File: src/sacs_pkg.sv
// Shared constants for the successive-approximation conversion sequencer
package sacs_pkg;

  // ----------------------------------------
  // Word layout
  // ----------------------------------------
  localparam int unsigned RESULT_BITS = 12;
  localparam logic [11:0] RESULT_RST  = 12'h000;
  localparam logic [11:0] MSB_TRIAL   = 12'h800;
  localparam logic [11:0] MIDSCALE_LO = 12'h7ff;
  localparam logic [11:0] MIDSCALE_HI = 12'h800;

  // ----------------------------------------
  // Timing
  // ----------------------------------------
  localparam int unsigned CLK_FREQ_HZ    = 25_000_000;
  localparam int unsigned DECIDE_DLY_NS  = 80;
  localparam int unsigned DECIDE_DLY_CYC =
    (DECIDE_DLY_NS * (CLK_FREQ_HZ / 1_000_000) + 999) / 1000;
  localparam int unsigned SYNC_PERIODS_MIN = 12;
  localparam int unsigned SYNC_PERIODS_MAX = 13;

  // ----------------------------------------
  // Sequencer states
  // ----------------------------------------
  typedef enum logic [3:0] {
    ST_IDLE   = 4'b0001,
    ST_ALIGN  = 4'b0010,
    ST_DECIDE = 4'b0100,
    ST_LOAD   = 4'b1000
  } sacs_state_e;

endpackage

File: src/sacs_sequencer.sv
// Conversion sequencer core: start, bit decisions, result latch, bus drive
`timescale 1ns/1ps
`default_nettype none
// Notes on behaviour
// - Start clears approximation word, enables outputs
// - Start requests ignored during a conversion
// - Trial word settles MSB down to LSB
// - MSB decided after second falling clock edge
// - One further bit per later falling edge
// - Finished word copied into output latch
// - Wait first falling edge: 12-13 periods
// - Clock output is inverse of clock input
// - Unipolar result is straight binary
// - Bipolar result is offset binary
// - Start on low-going combined select and read
// - Active-low busy held through conversion
// - Starting read shows the previous result
module sacs_sequencer #(
  parameter int unsigned WIDTH    = 12,
  parameter int unsigned DLY_CYC  = sacs_pkg::DECIDE_DLY_CYC
) (
  // Clock and reset
  input  wire logic             mclk,
  input  wire logic             rst,
  input  wire logic             clkEn,
  // Converter clock pins
  input  wire logic             convClkIn,
  output logic                  convClkOut,
  // Host strobes, active low
  input  wire logic             chipSelN,
  input  wire logic             readN,
  // Analog loop
  input  wire logic             compIn,
  output logic [WIDTH-1:0]      trialWord,
  // Result bus and status
  output logic [WIDTH-1:0]      resultBusO,
  output logic [WIDTH-1:0]      resultBusOe,
  output logic                  busyN,
  output logic                  rangeBipolar
);

  // ----------------------------------------
  // Strobe and clock-input edges
  // ----------------------------------------
  logic                   strobeLow;
  logic                   strobeLow_r;
  logic                   convClk_r;
  logic                   fallEdge;
  logic                   startReq;

  assign strobeLow  = ~chipSelN & ~readN;
  assign startReq   = strobeLow & ~strobeLow_r;
  assign fallEdge   = convClk_r & ~convClkIn;
  assign convClkOut = ~convClkIn;
  // Coding is identical for both ranges; bipolar reading is offset binary
  assign rangeBipolar = 1'b0;

  always_ff @(posedge mclk or posedge rst) begin
    if (rst) begin
      strobeLow_r <= 1'b0;
      convClk_r   <= 1'b0;
    end else if (clkEn) begin
      strobeLow_r <= strobeLow;
      convClk_r   <= convClkIn;
    end
  end

  // ----------------------------------------
  // Sequencer
  // ----------------------------------------
  sacs_pkg::sacs_state_e state_r;
  logic [WIDTH-1:0]       approx_register_r;
  logic [WIDTH-1:0]       bitPtr_r;
  logic [WIDTH-1:0]       latch_r;
  logic [7:0]             dlyCnt_r;
  logic                   pending_r;
  logic                   edgeSeen_r;

  assign trialWord = approx_register_r | bitPtr_r;

  always_ff @(posedge mclk or posedge rst) begin
    if (rst) begin
      state_r           <= sacs_pkg::ST_IDLE;
      approx_register_r <= '0;
      bitPtr_r          <= '0;
      dlyCnt_r          <= 8'h00;
      pending_r         <= 1'b0;
      edgeSeen_r        <= 1'b0;
    end else if (clkEn) begin
      case (state_r)
        sacs_pkg::ST_IDLE: begin
          if (startReq) begin
            approx_register_r <= '0;
            bitPtr_r          <= '0;
            edgeSeen_r        <= 1'b0;
            state_r           <= sacs_pkg::ST_ALIGN;
          end
        end
        sacs_pkg::ST_ALIGN: begin
          // First falling edge only aligns; MSB trial set on the second
          if (fallEdge) begin
            if (edgeSeen_r) begin
              bitPtr_r <= {1'b1, {(WIDTH-1){1'b0}}};
              dlyCnt_r <= 8'(DLY_CYC);
              pending_r <= 1'b1;
              state_r  <= sacs_pkg::ST_DECIDE;
            end else begin
              edgeSeen_r <= 1'b1;
            end
          end
        end
        sacs_pkg::ST_DECIDE: begin
          if (pending_r) begin
            if (dlyCnt_r > 8'h01) begin
              dlyCnt_r <= dlyCnt_r - 8'h01;
            end else begin
              // Comparator high means trial exceeds input: drop the bit
              if (!compIn) begin
                approx_register_r <= approx_register_r | bitPtr_r;
              end
              pending_r <= 1'b0;
              if (bitPtr_r[0]) begin
                state_r <= sacs_pkg::ST_LOAD;
              end
            end
          end else if (fallEdge) begin
            bitPtr_r  <= bitPtr_r >> 1;
            dlyCnt_r  <= 8'(DLY_CYC);
            pending_r <= 1'b1;
          end
        end
        sacs_pkg::ST_LOAD: begin
          bitPtr_r <= '0;
          state_r  <= sacs_pkg::ST_IDLE;
        end
        default: state_r <= sacs_pkg::ST_IDLE;
      endcase
    end
  end

  // ----------------------------------------
  // Output latch, busy, bus drive
  // ----------------------------------------
  logic inConv;
  assign inConv = (state_r != sacs_pkg::ST_IDLE);

  always_ff @(posedge mclk or posedge rst) begin
    if (rst) begin
      latch_r <= '0;
    end else if (clkEn && state_r == sacs_pkg::ST_LOAD) begin
      latch_r <= approx_register_r;
    end
  end

  // Busy released together with the latch update; resultBusO shows the new data one cycle after the rise
  always_ff @(posedge mclk or posedge rst) begin
    if (rst) begin
      busyN <= 1'b1;
    end else if (clkEn) begin
      if (startReq && !inConv) begin
        busyN <= 1'b0;
      end else if (state_r == sacs_pkg::ST_LOAD) begin
        busyN <= 1'b1;
      end
    end
  end

  // Start-read drives old latch; a new start cannot occur while busy
  always_ff @(posedge mclk or posedge rst) begin
    if (rst) begin
      resultBusO  <= '0;
      resultBusOe <= '0;
    end else if (clkEn) begin
      resultBusO <= latch_r;
      if (startReq && !inConv) begin
        resultBusOe <= '1;
      end else if (!strobeLow && !inConv) begin
        resultBusOe <= '0;
      end else if (strobeLow) begin
        resultBusOe <= '1;
      end
    end
  end
endmodule
`default_nettype wire

File: config.mk
export PLATFORM = sky130hd
export DESIGN_NAME = sacs_sequencer
export DESIGN_NICKNAME = d
export VERILOG_FILES = /design/src/sacs_pkg.sv /design/src/sacs_sequencer.sv
export SDC_FILE = /design/constraint.sdc
export NUM_CORES = 1
export LEC_CHECK = 0
export BUFFER_PORTS_ARGS = -buffer_cell sky130_fd_sc_hd__buf_2
export CELL_PAD_IN_SITES_DETAIL_PLACEMENT = 1
export CELL_PAD_IN_SITES_GLOBAL_PLACEMENT = 2
export CORE_MARGIN = 5
export CORE_UTILIZATION = 34
export CTS_BUF_LIST = sky130_fd_sc_hd__clkbuf_8
export CTS_CLUSTER_SIZE = 8
export DETAILED_ROUTE_END_ITERATION = 8
export GPL_TIMING_DRIVEN = 0
export HOLD_SLACK_MARGIN = 0.02
export PLACE_DENSITY_LB_ADDON = 0.1
export SKIP_LAST_GASP = 1
export SYNTH_ARGS = -nofsm -noshare
export SYNTH_HDL_FRONTEND = slang
export SYNTH_SLANG_ARGS = --single-unit
File: constraint.sdc
create_clock -name mclk -period 1.9 [get_ports mclk]
set_input_delay 0.285 -clock mclk [delete_from_list [all_inputs] [get_ports mclk]]
set_output_delay 0.285 -clock mclk [all_outputs]
set_load 0.01 [all_outputs]
==> impl_results.md, run 1 <==
* Status: finished, violations left
* Failing checks: negative setup slack
* Die width at 106 µm
* DR vias/cell at between 5 and 6
* Syn Area/Cell at ~11 µm²
* Core Footprint at roughly 8800 µm²
* Largest net degree at the start of global routing at 28
* TritonCTS clock tree: built
* Die span in y at between 100 and 150 µm
* Sw frac at about a third
* Final clock period utilization by the worst path at 102%
* Final net count at between 300 and 400
* WP data required at ~2.2 ns
* Crit Path Max Fanout at 4
* CTS Buf Count at 9
* Slew headroom at between 50% and 60%
* Post-synth EDFFs at 0
* Clk buf depth at 2
* Synth top area share at 51.5%
* Worst slew pin tran at roughly 0.7 ns
* DIE AREA at 11,200 µm²
* Worst Hold Class: input pin to flip-flop
* Setup violations, final at 1
* Fin. Hold Viols at 0
* Overflow after GRT at 0
* Family with the most delay on the worst path: simple AND/OR/NAND/NOR gates
* Power Dens Cells at a little over 1000 nW/µm²
* Final Cell Area at 4150 µm²
* WP buf/inv at 3
* Critical Path Start Type: flip-flop
* DRC viols at 0
* Worst path cell trace: or4b_4 -> buf_4 -> nor4_4 -> buf_4 -> buf_4 -> a22o_1
* Switching power at about 1400 µW
* Pre-antenna DRT Iters at 4
* Syn. warnings at 0
* Initial Util at 35.3%
* Syn Nets at about 300
* Initial antenna violation count at 0
* Non-Filler Instances at 477
* Clk sinks at 66
* CP Capture Type: flip-flop
* Io pins at 46
* Most area-consuming cells after synthesis: dfrtp_1, mux2_2, o21ai_0
* Detail Placement HPWL at between 5000 and 6000 µm
* Most instantiated cells after synthesis: dfrtp_1, mux2_2, nand2_1
* #FFs+latches synth at 66
* Share of layout cells above drive strength 1 at around 51%
* Pre-CTS setup slack at -0.269 ns
* Overall Global Routing Usage at between 10 and 15%
* Yosys top cell by area: dfrtp_1
* Top_reg_cell synth: dfrtp_1
* Mean routed wirelength per cell at ~17 µm
* Crit-path slowest cell: or4b_4
* Clock-pin slew on the worst setup and hold paths at 0.07 ns
* ANT nets after route at 0
* Top-count cell post-synth: dfrtp_1
* RSZ-0062 raised after global routing: true
* Setup slack after layout at -0.0296 ns
* Crit-path most repeated cell: buf_4
* H-tree depth at 3
* Async SR Flop Fraction at 100%
* Total length of routed wires at 8180 µm
* Fin. max-slew vios at 0
* Routability cong. at ~0.72
* Clk_lat worst skew at 0.34 ns
* Peak VDD IR at 0.392 mV
* Diode count at 0
* Flop pwr share at between 30% and 40%
* Placed inst area at between 3000 and 4000 µm²
* Vias in the first global route at approximately 2,500
* Final Skew at 0.00741 ns
* Clock power frac at roughly 28%
* Maximum clock frequency at about 520 MHz
* Crit path DAT at between 2 and 2.5 ns
* Combinational share of power at between 30% and 40%
* Min Clock Period, post-route at 1.93 ns
* Area growth, synth to finish at 33.4%
* CTS root buf: clkbuf_8
* Int Power at around 2800 µW
* DR vias at around 2,400
* Max cap viols at 0
* Count of buffers from port buffering at 44
* Mapped Cells at between 200 and 300
* CP peak stage delay at ~0.58 ns
* Synth cell types at 46
* Leakage at 0.00208 µW
* FP Rows at 34
* First-pass GRT wire length at 13,200 µm
* Setup CP Type: flip-flop to flip-flop
* Placed Cells at 439
* Register area share after synthesis at between 50 and 60%
* Post-Syn Area at ~3100 µm²
* DRT iter0 DRCs at 83
[sequential cells by signal (all words and copies together) (netlist names)]
| signal | cells |
|---|---|
| pending_r | 1 |
| resultBusOe | 1 |
| dlyCnt_r | 8 |
| strobeLow_r | 1 |
| state_r | 4 |
| latch_r | 12 |
| edgeSeen_r | 1 |
| busyN | 1 |
| resultBusO | 12 |
| approx_register_r | 12 |
| bitPtr_r | 12 |
| convClk_r | 1 |
[power groups by stage]
stage                     combinational [µW]  sequential, µW  clock [µW]
final                                   1380            1640        1190
after floorplan                          689            1620           0
after CTS                               1110            1640        1220
after global routing                    1500            1660        1300
after global placement                   970            1650           0
after detailed placement                 984            1650           0
[routing by layer]
layer,wire length (µm),up-vias,track usage (%)
li1,-,1162,-
met1,3810,1221,19.9
met2,3970,40,23.5
met3,309,8,3.48
met4,90,0,4.72
met5,0,-,0
[worst reg2reg max path: cells and delay by family, from the launching register on]
kind	cells	cell delay, ns
buffers and inverters	3	0.46
AOI/OAI and AO/OA	1	0.11
and+or+nand+nor	2	0.88
DFF	1	0.42
[worst paths after layout]
path	startpoint	to	slack (ns)	depth (start not counted)
setup / recovery	state_r[1]$_DFFE_PP0P_	approx_register_r[5]$_DFFE_PP0P_	-0.03	6
hold / removal	convClkIn	convClk_r$_DFFE_PP0P_	0.23	2
setup reg to reg	state_r[1]$_DFFE_PP0P_	approx_register_r[5]$_DFFE_PP0P_	-0.03	6
hold reg to reg	busyN$_DFFE_PP1P_	busyN$_DFFE_PP1P_	0.48	2
max in group asynchronous	rst	state_r[0]$_DFFE_PP1P_	0.64	5
min in group asynchronous	rst	resultBusO[6]$_DFFE_PP0P_	0.51	3
[cell usage in the layout, fill, tap and decap left out, types with 12 or more instances in the layout]
master	n
a22o_1	12
buf_2	45
buf_4	30
dfrtp_1	62
mux2_2	26
nand2_1	25
o21ai_0	12
o21ai_1	15
or2_2	13
[area by class of cell]
type,count,area [µm²]
timing repair buffer,69,452
sequential,66,1660
buffer,26,213
multi-input combinational,186,1460
tap,108,135
fill,975,4660
inverter,8,33.8
clock buffer,11,151
clock inverter,3,41.3
[cell families (layout without fill, tap and decap cells)]
| kind of cell | count (synthesis) | count (layout) | share of synthesized area, % |
|---|---|---|---|
| AND/OR/NAND/NOR | 83 | 83 | 14.9 |
| AO/OA/AOI/OAI | 72 | 73 | 15.1 |
| flip-flops | 66 | 66 | 53.2 |
| buffers and inverters | 34 | 117 | 6.20 |
| multiplexers | 27 | 27 | 9.74 |
| adder cells (fa/ha/maj) | 2 | 2 | 0.805 |
| other | 1 | 1 | 0.121 |
[what timing repair did]
item,in CTS,in global routing
pin swaps,5,20
hold endpoints to repair,18,0
hold buffers,1,0
setup buffers,4,16
resized for setup,28,49
setup endpoints to repair,41,48
gates cloned,1,2
[metrics by stage]
| step | hold slack [ns] | total power [µW] | setup TNS (ns) | utilization [%] |
|---|---|---|---|---|
| 6_report | 0.234 | 4210 | -0.0296 | 47.1 |
| 3_5_place_dp | 0.351 | 2630 | -8.35 | 39.9 |
| 3_3_place_gp | 0.459 | 2620 | -8.38 | 39.4 |
| 2_1_floorplan | 0.428 | 2310 | 0 | - |
| 5_1_grt | 0.236 | 4450 | -1.13 | 47.1 |
| 4_1_cts | 0.225 | 3970 | -0.0200 | 44.1 |
Note: power is estimated with default switching activity, not from simulation.
==> run 2: changes to the inputs <==
--- a/config.mk
+++ b/config.mk
@@ -15,7 +15,9 @@
 export DETAILED_ROUTE_END_ITERATION = 8
 export GPL_TIMING_DRIVEN = 0
 export HOLD_SLACK_MARGIN = 0.02
+export MAX_ROUTING_LAYER = met4
 export PLACE_DENSITY_LB_ADDON = 0.1
+export SKIP_CTS_REPAIR_TIMING = 1
 export SKIP_LAST_GASP = 1
 export SYNTH_ARGS = -nofsm -noshare
 export SYNTH_HDL_FRONTEND = slang
==> run 2 against run 1 <==
Compared with the run above: the flow still finishes with violations (negative setup slack); sequential power is essentially flat; non-clock buffer count shrank 7; critical path depth grew 1; die area is the same; clock skew shrank 0.0025 ns; largest power group unchanged.
==> impl_results.md, run 2 (synthesized netlist as in run 1, its figures left out) <==
* WP data required at 2.16 ns (-0.02 ns)
* Largest net degree at the start of global routing at 28 (unchanged)
* Worst slew pin tran at 0.679 ns (-0.0399 ns)
* Clock-pin slew on the worst setup and hold paths at 0.07 ns (about the same)
* DRT iter0 DRCs at 47 (-43%)
* DR vias at 2,408 (-0.95%)
* Total length of routed wires at 8020 µm (-1.9%)
* Initial Util at 35.3% (unchanged)
* Worst hold slack at 0.230 ns (-0.00397 ns)
* Setup violations, final at 14 (+13)
* First-pass GRT wire length at 12,700 µm (-4.1%)
* Final core utilization at 46.1% (-0.99 points)
* Critical Path Start Type: flip-flop
* Reg2Reg Depth at 7 (+1)
* Clk_lat worst skew at 0.34 ns (about the same)
* Most frequent cells in the layout: dfrtp_1, buf_2, mux2_2
* Leakage at 0.00203 µW (-2.4%)
* Routability cong. at 0.732 (+1.2%)
* Pre-CTS setup slack at -0.269 ns (unchanged)
* Setup tns final at -0.187 ns (-0.158 ns)
* Final Cell Area at 4060 µm² (-2.1%)
* Diode count at 0 (unchanged)
* Mean routed wirelength per cell at 17.1 µm (-0.47%)
* Power Dens Cells at 1020 nW/µm² (+0.70%)
* Setup slack after layout at -0.0263 ns (+0.00338 ns)
* Setup CP Type: flip-flop to flip-flop
* RSZ-0062 raised after global routing: true
* Area growth, synth to finish at 30.5%
* Failing checks: negative setup slack
* Vias in the first global route at 2,450 (-3.3%)
* Initial antenna violation count at 0 (unchanged)
* Fin. Hold Viols at 0 (unchanged)
* Crit Path Max Fanout at 10 (+6)
* DIE AREA at 11,200 µm² (unchanged)
* RR Startpoint: state_r[3]$_DFFE_PP0P_
* Share of layout cells above drive strength 1 at 48.1% (-2.6 points)
* Peak VDD IR at 0.369 mV (-5.9%)
* Count of buffers from port buffering at 44 (unchanged)
* Max cap viols at 0 (unchanged)
* FP Rows at 34 (unchanged)
* TritonCTS clock tree: built
* Fin. max-slew vios at 0 (unchanged)
* Die width at 106 µm (unchanged)
* CTS root buf: clkbuf_8
* Final net count at 368 (-1.9%)
* CTS Buf Count at 9 (unchanged)
* CP Capture Type: flip-flop
* Detail Placement HPWL at 5280 µm (unchanged)
* Clk buf depth at 2 (unchanged)
* Pre-antenna DRT Iters at 4 (unchanged)
* Overall Global Routing Usage at 14.6% (-0.17 points)
* Hold Path Stages at 2 (unchanged)
* Final Skew at 0.00490 ns (-0.00252 ns)
* Commonest non-fill, non-tap cell in the layout: dfrtp_1
* Placed inst area at 3520 µm² (unchanged)
* Core Footprint at 8810 µm² (unchanged)
* Flop2flop setup slack at -0.03 ns (about the same)
* DR vias/cell at 5.12 (+0.53%)
* Status: finished, violations left
* Final clock period utilization by the worst path at 101% (-0.18 points)
* Slew headroom at 54.7% (+3.0 points)
* DRC viols at 0 (unchanged)
* Worst Hold Class: input pin to flip-flop
* Io pins at 46 (unchanged)
* Crit path DAT at 2.19 ns (-0.02 ns)
* Maximum clock frequency at 519 MHz (+0.18%)
* Clk sinks at 66 (unchanged)
* H-tree depth at 3 (unchanged)
* ANT nets after route at 0 (unchanged)
* Hold Crit Start: convClkIn
* Overflow after GRT at 0 (unchanged)
* R2r endpoint: dlyCnt_r[2]$_DFFE_PP0P_
* Die span in y at 106 µm (unchanged)
* Min Clock Period, post-route at 1.93 ns (-0.00338 ns)
* Hold-critical path endpoint: convClk_r$_DFFE_PP0P_
## run 2: stage by stage
step                std cells  total power (µW)
floorplan                 285              2310
global placement          437              2620
detailed placement        439              2630
CTS                       453              3830
global route              470              4400
finish                    470              4150
## run 2: power by group
group	switching [µW]	total [µW]	internal, µW
Combinational	671	1320	647
Sequential	140	1650	1510
Clock	526	1190	659
## run 2: routing by layer
metal  GRT usage (%)  routed length [µm]  up-vias  share of wire [%]
li1                -                   -     1153                  -
met1            19.2                3790     1214                 47
met2            22.2                3890       35                 49
met3            3.67                 248        6                3.1
met4            4.44                  85        0                1.1
met5               -                   0        -                  0
## run 2: cell type report
class,count,area [µm²]
sequential,66,1660
multi-input combinational,186,1420
tap,108,135
timing repair buffer,62,418
buffer,26,208
clock buffer,11,151
inverter,8,33.8
clock inverter,3,41.3
fill,978,4750
## run 2: worst max-delay path by stage
stage | slack, ns | from | endpoint | depth (start not counted)
floorplan | 0.14 | state_r[2]$_DFFE_PP0P_ | dlyCnt_r[7]$_DFFE_PP0P_ | 7
global placement | -0.28 | clkEn | resultBusO[5]$_DFFE_PP0P_ | 4
detailed placement | -0.27 | clkEn | resultBusO[5]$_DFFE_PP0P_ | 4
CTS | -0.27 | state_r[0]$_DFFE_PP1P_ | approx_register_r[1]$_DFFE_PP0P_ | 6
global route | -0.10 | state_r[1]$_DFFE_PP0P_ | bitPtr_r[11]$_DFFE_PP0P_ | 6
finish | -0.03 | state_r[3]$_DFFE_PP0P_ | dlyCnt_r[2]$_DFFE_PP0P_ | 7
## run 2: critical path, cell delays in order (launching register included)
cell       delay, ns
dfrtp_1         0.41
buf_6           0.16
or4b_4          0.48
buf_6           0.15
o211ai_4        0.24
o2bb2ai_2       0.21
o21ai_1         0.11
o21ai_1         0.09
